### config.mk
export PLATFORM = sky130hd
export DESIGN_NAME = scs_sequencer
export DESIGN_NICKNAME = d
export VERILOG_FILES = /design/src/scs_pkg.sv /design/src/scs_cmd_reg.sv /design/src/scs_event_flags.sv /design/src/scs_sequencer.sv
export SDC_FILE = /design/constraint.sdc
export NUM_CORES = 1
export LEC_CHECK = 0
export BUFFER_PORTS_ARGS = -buffer_cell sky130_fd_sc_hd__buf_2
export CORE_ASPECT_RATIO = 0.5
export CORE_MARGIN = 2
export CORE_UTILIZATION = 30
export DETAILED_ROUTE_END_ITERATION = 7
export GPL_ROUTABILITY_DRIVEN = 0
export GPL_TIMING_DRIVEN = 0
export HOLD_SLACK_MARGIN = 0.05
export SYNTH_ARGS = -nofsm -noshare
export SYNTH_HDL_FRONTEND = slang
export SYNTH_SLANG_ARGS = --single-unit
### constraint.sdc
create_clock -name i_ref_clk -period 2.75 [get_ports i_ref_clk]
set_clock_uncertainty 0.15 [all_clocks]
set_input_delay 0.55 -clock i_ref_clk [delete_from_list [all_inputs] [get_ports i_ref_clk]]
set_output_delay 0.55 -clock i_ref_clk [all_outputs]
set_load 0.01 [all_outputs]
### src/scs_pkg.sv
/*
 * Constants for the per-socket command sequencer: register offsets, command
 * codes, protocol settings, socket state codes, event flag positions, reset values.
 * Assumes one shared system clock and reset for all users of the package.
 */
// Operation
// RL1: Once a written command has been taken, the command register returns to zero by itself.
// RL2: The zeroed command register is no sign of completion; state code and event flags tell that.
// RL3: Command 0x01 opens the socket in the protocol currently chosen by the protocol select field.
// RL4: After an open the state code reads 0x13 for TCP, 0x22 for UDP and 0x32 for raw IP.
// RL5: On socket zero only, an open gives 0x42 for raw MAC (0x04) and 0x5F for the DSL session setting (0x05).
// RL6: Command 0x02 makes a TCP server that waits for SYN and is to be issued only with TCP selected.
// RL7: Listen moves the state from the TCP initialized code to the server waiting code.
// RL8: A successful incoming connection while listening gives the connected state and event bit 0.
// RL9: A failed SYN/ACK transfer while listening sets event bit 3 and shuts the socket.
// RL10: A request to a missing port makes the block ask for a TCP RST and leaves the state code alone.
// RL11: Command 0x04, TCP only, starts a client connect with SYN to the destination IP and port.
// RL12: A successful client connection gives the connected state and event bit 0.
// RL13: A connect fails with the address resolution timeout flag when ARP yields no hardware address.
// RL14: A connect fails with the TCP timeout flag, event bit 3, when no SYN/ACK arrives.
// RL15: A connect also fails when the remote side answers the SYN with RST.
// RL16: Each of the three connect failures puts the state code to the shut state.
// RL17: Listen or connect while TCP is not selected changes neither state code nor event flags.
`default_nettype none

package scs_pkg;
    localparam logic [15:0] SCS_OFS_MODE   = 16'h4000;
    localparam logic [15:0] SCS_OFS_CMD    = 16'h4001;
    localparam logic [15:0] SCS_OFS_FLAGS  = 16'h4002;
    localparam logic [15:0] SCS_OFS_STATE  = 16'h4003;

    localparam logic [7:0]  SCS_CMD_OPEN    = 8'h01;
    localparam logic [7:0]  SCS_CMD_LISTEN  = 8'h02;
    localparam logic [7:0]  SCS_CMD_CONNECT = 8'h04;
    localparam logic [7:0]  SCS_CMD_RESET   = 8'h00;

    localparam logic [3:0]  SCS_PROTO_NONE  = 4'h0;
    localparam logic [3:0]  SCS_PROTO_TCP   = 4'h1;
    localparam logic [3:0]  SCS_PROTO_UDP   = 4'h2;
    localparam logic [3:0]  SCS_PROTO_IPRAW = 4'h3;
    localparam logic [3:0]  SCS_PROTO_MAC   = 4'h4;
    localparam logic [3:0]  SCS_PROTO_DSL   = 4'h5;
    localparam int          SCS_PROTO_LSB   = 0;

    localparam logic [7:0]  SCS_ST_SHUT      = 8'h00;
    localparam logic [7:0]  SCS_ST_TCP_INIT  = 8'h13;
    localparam logic [7:0]  SCS_ST_WAITING   = 8'h14;
    localparam logic [7:0]  SCS_ST_CONNECTED = 8'h17;
    localparam logic [7:0]  SCS_ST_DGRAM     = 8'h22;
    localparam logic [7:0]  SCS_ST_RAW_IP    = 8'h32;
    localparam logic [7:0]  SCS_ST_RAW_MAC   = 8'h42;
    localparam logic [7:0]  SCS_ST_DSL       = 8'h5F;

    localparam int          SCS_FLAG_CON     = 0;
    localparam int          SCS_FLAG_TCP_TIMEOUT_FLAG   = 3;
    localparam int          SCS_FLAG_ADDR_RESOLUTION_TIMEOUT   = 4;

    localparam logic [7:0]  SCS_MODE_RST     = 8'h00;
    localparam logic [7:0]  SCS_FLAGS_RST    = 8'h00;
    localparam logic [7:0]  SCS_RDATA_RST    = 8'h00;
endpackage : scs_pkg

`default_nettype wire

### src/scs_cmd_reg.sv
/*
 * Socket command register: host writes a code, the sequencer takes it the
 * next cycle and the register drops back to zero by itself.
 * Assumes the write strobe and write data are on the system clock.
 */
`default_nettype none

module scs_cmd_reg
    import scs_pkg::*;
(
    input  wire logic       i_ref_clk,
    input  wire logic       i_sys_rst,
    input  wire logic       i_wr_en,
    input  wire logic [7:0] i_wdata,
    output logic      [7:0] o_cmd
);
    logic [7:0] cmd_q;
    logic [7:0] cmd_d;

    // A new write in the take cycle wins, so no command is dropped
    assign cmd_d = i_wr_en ? i_wdata : SCS_CMD_RESET; // see RL1

    always_ff @(posedge i_ref_clk or posedge i_sys_rst) begin
        if (i_sys_rst) begin
            cmd_q <= SCS_CMD_RESET;
        end else begin
            cmd_q <= cmd_d;
        end
    end

    assign o_cmd = cmd_q;
endmodule : scs_cmd_reg

`default_nettype wire

### src/scs_event_flags.sv
/*
 * Sticky socket event flags, cleared by writing ones.
 * Assumes set and clear vectors are on the system clock.
 */
`default_nettype none

module scs_event_flags
    import scs_pkg::*;
(
    input  wire logic       i_ref_clk,
    input  wire logic       i_sys_rst,
    input  wire logic [7:0] i_set,
    input  wire logic [7:0] i_clr,
    output logic      [7:0] o_flags
);
    logic [7:0] flags_q;
    logic [7:0] flags_d;

    // Set beats clear so an event in the clearing cycle survives
    assign flags_d = (flags_q & ~i_clr) | i_set;

    always_ff @(posedge i_ref_clk or posedge i_sys_rst) begin
        if (i_sys_rst) begin
            flags_q <= SCS_FLAGS_RST;
        end else begin
            flags_q <= flags_d;
        end
    end

    assign o_flags = flags_q;
endmodule : scs_event_flags

`default_nettype wire

### src/scs_sequencer.sv
/*
 * Per-socket command sequencer: mode, command, event flag and state code
 * registers on the device register port, and the open/listen/connect state walk.
 * Assumes the register port and the protocol engine events are all synchronous
 * to i_ref_clk; the engines carry out SYN, RST and ARP traffic themselves.
 */
`default_nettype none

module scs_sequencer
    import scs_pkg::*;
#(
    parameter logic [2:0] SOCKET_ID = 3'h0
) (
    input  wire logic        i_ref_clk,
    input  wire logic        i_sys_rst,
    input  wire logic [15:0] i_reg_addr,
    input  wire logic        i_reg_wr_en,
    input  wire logic [7:0]  i_reg_wdata,
    input  wire logic        i_reg_rd_en,
    input  wire logic        i_conn_ok,
    input  wire logic        i_synack_fail,
    input  wire logic        i_arp_timeout,
    input  wire logic        i_syn_timeout,
    input  wire logic        i_rst_received,
    input  wire logic        i_syn_no_port,
    output logic      [7:0]  o_reg_rdata,
    output logic      [7:0]  o_state_code,
    output logic      [3:0]  o_protocol_select_field,
    output logic             o_open_req,
    output logic             o_listen_req,
    output logic             o_connect_req,
    output logic             o_send_rst
);
    typedef enum logic [1:0] {
        SEQ_IDLE,
        SEQ_WAITING,
        SEQ_CONNECTING
    } scs_seq_t;

    localparam logic [15:0] SOCK_OFS = {5'h00, SOCKET_ID, 8'h00};
    localparam logic        IS_SOCK0 = (SOCKET_ID == 3'h0);

    function automatic logic hit(input logic [15:0] addr, input logic [15:0] ofs);
        hit = (addr == ofs + SOCK_OFS);
    endfunction : hit

    // Open result: valid bit then state code
    function automatic logic [8:0] open_code(input logic [3:0] proto, input logic sock0);
        case (proto)
            SCS_PROTO_TCP:   open_code = {1'b1, SCS_ST_TCP_INIT};
            SCS_PROTO_UDP:   open_code = {1'b1, SCS_ST_DGRAM};
            SCS_PROTO_IPRAW: open_code = {1'b1, SCS_ST_RAW_IP};
            SCS_PROTO_MAC:   open_code = {sock0, SCS_ST_RAW_MAC};
            SCS_PROTO_DSL:   open_code = {sock0, SCS_ST_DSL};
            default:         open_code = {1'b0, SCS_ST_SHUT};
        endcase
    endfunction : open_code

    logic [7:0] mode_q;
    logic [7:0] mode_d;
    logic [7:0] state_q;
    logic [7:0] state_d;
    scs_seq_t   seq_q;
    scs_seq_t   seq_d;
    logic [7:0] rdata_q;
    logic [7:0] rdata_d;
    logic       open_req_q;
    logic       listen_req_q;
    logic       connect_req_q;
    logic       send_rst_q;

    wire        wr_mode  = i_reg_wr_en & hit(i_reg_addr, SCS_OFS_MODE);
    wire        wr_cmd   = i_reg_wr_en & hit(i_reg_addr, SCS_OFS_CMD);
    wire        wr_flags = i_reg_wr_en & hit(i_reg_addr, SCS_OFS_FLAGS);
    wire  [7:0] cmd;
    wire  [7:0] flags;
    wire  [3:0] proto    = mode_q[SCS_PROTO_LSB +: 4];
    wire        is_tcp   = (proto == SCS_PROTO_TCP);
    wire  [8:0] open_res = open_code(proto, IS_SOCK0);

    // Command decode: the taken cycle is the one where cmd is nonzero
    wire        take_open    = (cmd == SCS_CMD_OPEN);                              // see RL3
    wire        take_listen  = (cmd == SCS_CMD_LISTEN) & is_tcp
                               & (state_q == SCS_ST_TCP_INIT);                     // see RL6
    wire        take_connect = (cmd == SCS_CMD_CONNECT) & is_tcp
                               & (state_q == SCS_ST_TCP_INIT);                     // see RL11
    wire        cmd_taken    = (cmd != SCS_CMD_RESET);

    // Engine events except the no-port request only count while no command is being taken
    wire        in_wait = (seq_q == SEQ_WAITING) & ~cmd_taken;
    wire        in_conn = (seq_q == SEQ_CONNECTING) & ~cmd_taken;
    wire        ev_ok   = (in_wait | in_conn) & i_conn_ok;                         // see RL8, RL12
    wire        ev_lfail = in_wait & ~i_conn_ok & i_synack_fail;                   // see RL9
    wire        ev_arp  = in_conn & ~i_conn_ok & i_arp_timeout;                    // see RL13
    wire        ev_tcp_timeout_flag = in_conn & ~i_conn_ok & ~i_arp_timeout & i_syn_timeout;  // see RL14
    wire        ev_rst  = in_conn & ~i_conn_ok & ~i_arp_timeout & ~i_syn_timeout
                          & i_rst_received;                                        // see RL15
    wire        ev_no_port = (seq_q == SEQ_WAITING) & i_syn_no_port;               // see RL10

    wire  [7:0] flag_set = ({7'h00, ev_ok} << SCS_FLAG_CON)
                         | ({7'h00, ev_lfail | ev_tcp_timeout_flag} << SCS_FLAG_TCP_TIMEOUT_FLAG)
                         | ({7'h00, ev_arp} << SCS_FLAG_ADDR_RESOLUTION_TIMEOUT);
    wire  [7:0] flag_clr = wr_flags ? i_reg_wdata : 8'h00;

    scs_cmd_reg u_cmd (
        .i_ref_clk (i_ref_clk),
        .i_sys_rst (i_sys_rst),
        .i_wr_en   (wr_cmd),
        .i_wdata   (i_reg_wdata),
        .o_cmd     (cmd)
    );

    scs_event_flags u_flags (
        .i_ref_clk (i_ref_clk),
        .i_sys_rst (i_sys_rst),
        .i_set     (flag_set),
        .i_clr     (flag_clr),
        .o_flags   (flags)
    );

    assign mode_d = wr_mode ? i_reg_wdata : mode_q;

    // Unmapped addresses read as zero
    assign rdata_d = hit(i_reg_addr, SCS_OFS_MODE)  ? mode_q  :
                     hit(i_reg_addr, SCS_OFS_CMD)   ? cmd     :
                     hit(i_reg_addr, SCS_OFS_FLAGS) ? flags   :
                     hit(i_reg_addr, SCS_OFS_STATE) ? state_q : 8'h00;

    always_comb begin
        state_d = state_q;
        seq_d   = seq_q;
        if (take_open) begin
            // Unknown or closed protocol leaves the state alone
            state_d = open_res[8] ? open_res[7:0] : state_q;               // see RL4, RL5
            seq_d   = SEQ_IDLE;
        end else if (take_listen) begin
            state_d = SCS_ST_WAITING;                                      // see RL7
            seq_d   = SEQ_WAITING;
        end else if (take_connect) begin
            seq_d   = SEQ_CONNECTING;                                      // see RL2, RL11
        end else if (ev_ok) begin
            state_d = SCS_ST_CONNECTED;                                    // see RL8, RL12
            seq_d   = SEQ_IDLE;
        end else if (ev_lfail | ev_arp | ev_tcp_timeout_flag | ev_rst) begin
            state_d = SCS_ST_SHUT;                                         // see RL9, RL16
            seq_d   = SEQ_IDLE;
        end else begin
            case (seq_q)
                SEQ_IDLE:       seq_d = SEQ_IDLE;
                SEQ_WAITING:    seq_d = SEQ_WAITING;
                SEQ_CONNECTING: seq_d = SEQ_CONNECTING;
                default:        seq_d = SEQ_IDLE;
            endcase
        end
    end

    always_ff @(posedge i_ref_clk or posedge i_sys_rst) begin
        if (i_sys_rst) begin
            mode_q        <= SCS_MODE_RST;
            state_q       <= SCS_ST_SHUT;
            seq_q         <= SEQ_IDLE;
            rdata_q       <= SCS_RDATA_RST;
            open_req_q    <= 1'b0;
            listen_req_q  <= 1'b0;
            connect_req_q <= 1'b0;
            send_rst_q    <= 1'b0;
        end else begin
            mode_q        <= mode_d;
            state_q       <= state_d;
            seq_q         <= seq_d;
            rdata_q       <= i_reg_rd_en ? rdata_d : rdata_q;
            open_req_q    <= take_open & open_res[8];
            listen_req_q  <= take_listen;
            connect_req_q <= take_connect;
            send_rst_q    <= ev_no_port;
        end
    end

    assign o_reg_rdata             = rdata_q;
    assign o_state_code            = state_q;
    assign o_protocol_select_field = mode_q[SCS_PROTO_LSB +: 4];
    assign o_open_req              = open_req_q;
    assign o_listen_req            = listen_req_q;
    assign o_connect_req           = connect_req_q;
    assign o_send_rst              = send_rst_q;
endmodule : scs_sequencer

`default_nettype wire

==> impl_metrics.tcl <==
set metrics [dict create \
    core_area_mm2 0.00724 \
    drv_cap 0 \
    synthAdderAreaFrac_pct 0 \
    async_reset_ff_share_pct 100 \
    tightest_slew_ps 633 \
    yosys_warnings 0 \
    power.switching_uw 288 \
    tritoncts "built" \
    fin_crit_sh_pct 78.5 \
    grtUsageTotal_pct 14.6 \
    synth_area_mm2 0.00222 \
    cp-start-kind "register" \
    grt_pass1_wl_um 9400 \
    synth-xor-area-share_pct 0 \
    htreeDepth 2 \
    dr.pass1.iters 4 \
    synthMuxAreaShare_pct 7.27 \
    fp.dieArea_mm2 0.00815 \
    synth_fp_nets 240 \
    grt_overflow_total 0 \
    min_period_ps 2160 \
    die_w_um 126 \
    die_y_um 64.8 \
    synth-edff-count 0 \
    slew_headroom_pct 57.6 \
    worstPathMaxFanout 8 \
    final_cell_mix "buf_2 (57), dfrtp_1 (45), inv_1 (17), nor2_1 (14)" \
    post_cts_buffers 0 \
    synth_ff_type "dfrtp_1" \
    antenna_cells 0 \
    pin_count 58 \
    vdd_ir_drop_max_mv 0.208 \
    fin_hold_ws_ps 59.1 \
    setup_viol 0 \
    required_ps 2770 \
    antenna_found_initial 0 \
    synth_area_leaders "dfrtp_1 (51%), mux2_2 (4.6%), inv_1 (3.0%)" \
    ys_seq_area_share_pct 50.7 \
    regToRegSetupSlack_ps 590 \
    netlist.area_leader.share_pct 50.7 \
    ys_types 49 \
    synth_top_cell_by_area "dfrtp_1" \
    num_vias 1839 \
    path_class "register to register" \
    cp-end-kind "register" \
    p_sw_share_pct 21.1 \
    grt_max_degree 34 \
    drive_gt1_share_pct 33.2 \
    clock_latency_ps 280 \
    clock_path_buffers 2 \
    synth_top_family_by_area "simple AND/OR/NAND/NOR gates" \
    cts_made_buffers 5 \
    p_seq_share_pct 48.5 \
    dp_hpwl_um 4200 \
    hold_viol 0 \
    combPwrFrac_pct 5.6 \
    p_per_area_mw_per_mm2 489 \
    synth-compound-area-share_pct 16.5 \
    wire_per_inst_um 15.2 \
    start_util_pct 30.7 \
    ant_nets 0 \
    slew_viol_final 0 \
    port_buffers 56 \
    cts_hold_buf 0 \
    fin_tns_setup_ps 0 \
    finalPower_uw 1370 \
    syn_area_per_cell_um2 10.8 \
    clock.fmax_mhz 463 \
    fin_nets 304 \
    syn_inst 206 \
    setup_slack_ps 591 \
    ctsResizeCount 0 \
    p_clk_share_pct 45.8 \
    rsz0062_at_grt "no" \
    avgViaCountPerCell 5.01 \
    area_growth_pct 26.0 \
    wirelength_um 5590 \
    grt_pass1_vias 1879 \
    hp-class "input port to async pin" \
    clk_pin_slew_ps 60 \
    power_leakage_uw 0.00147 \
    place_ws_ps 293 \
    rows 22 \
    ys_ff_latch 45 \
    drcViolationCount 0 \
    ff2ff_path_depth 6 \
    drt-initial-drc-count 78 \
    layout_commonest_cell "buf_2" \
    status "complete, no violations" \
    p_int_uw 1080 \
    arrival_ps 2180 \
    clkSinkCount 45 \
    root_buffer "clkbuf_16" \
    synthSimpleGateAreaFrac_pct 19.3 \
]
worst max-delay path: stages, from the launching register on:
cell and delay [ps]:
dfrtp_1 370, buf_2 170, nor3b_2 270, nand4_2 170, nor4_4 390, o22ai_2 200
a221o_1 320
path summary, 6_finish.rpt:
path / startpoint / to
max in group asynchronous: i_sys_rst / mode_q[1]
worst max register to register: mode_q[1] / o_state_code[0]
worst max-delay path: mode_q[1] / o_state_code[0]
worst min-delay path: i_sys_rst / seq_q[1]
worst min register to register: u_flags.o_flags[0] / u_flags.o_flags[0]
min in group i_ref_clk: i_reg_wdata[7] / u_flags.o_flags[7]
final cells by class:
cell class	instances	area (µm²)
plain buffers	11	68.8
clock buffers	7	153
clock inverters	1	5.00
fillers	732	4440
inverters	18	67.6
multi-input cells	132	958
flip-flops and latches	45	1130
well taps	96	120
repair buffers	57	300
power groups by stage:
stage               Combinational [µW]  Sequential (µW)  Clock (µW)
floorplan                         33.3              676           0
global placement                  73.4              676           0
detailed placement                78.5              676           0
CTS                               79.0              663         641
global route                      87.2              663         661
finish                            77.2              664         627
logic make-up after synthesis:
group                  after synthesis
buffers and inverters               29
other                                1
and+or+nand+nor                     65
AOI/OAI and AO/OA                   51
DFF                                 45
muxes                               15
layer usage:
metal,up-vias,part of all wire [%],global-route usage [%]
li1,879,-,-
met1,922,48,19.2
met2,29,47,24.5
met3,9,3.2,3.14
met4,0,1.7,3.75
met5,-,0,0
synth_stat cells, types with 2 or more instances:
cell type,number
nor2_1,14
inv_1,18
a21boi_0,5
o21ai_0,10
nand2b_1,5
mux2i_1,6
a22o_1,2
nor2b_1,2
and3_1,3
a32o_1,3
nand2_1,8
o2111ai_1,7
and2_1,10
a21oi_1,9
or4b_1,2
nor4_4,2
a21o_1,2
mux2_2,9
nor3_1,4
buf_4,5
clkbuf_1,3
dfrtp_1,45
nor4_1,6
through the flow:
step | std cells | util, % | instance area [µm²]
2_1_floorplan | 206 | - | 2220
3_3_place_gp | 358 | 36.2 | 2620
3_5_place_dp | 359 | 36.5 | 2640
4_1_cts | 367 | 38.7 | 2800
5_1_grt | 367 | 38.7 | 2800
6_report | 367 | 38.7 | 2800
flip-flops by register name (all words and copies together) (netlist names):
signal	cells
mode_q	8
o_connect_req	1
o_listen_req	1
o_open_req	1
o_reg_rdata	8
o_send_rst	1
o_state_code	7
seq_q	2
u_cmd.o_cmd	8
u_flags.o_flags	8
(Power assumes the default switching activity.)
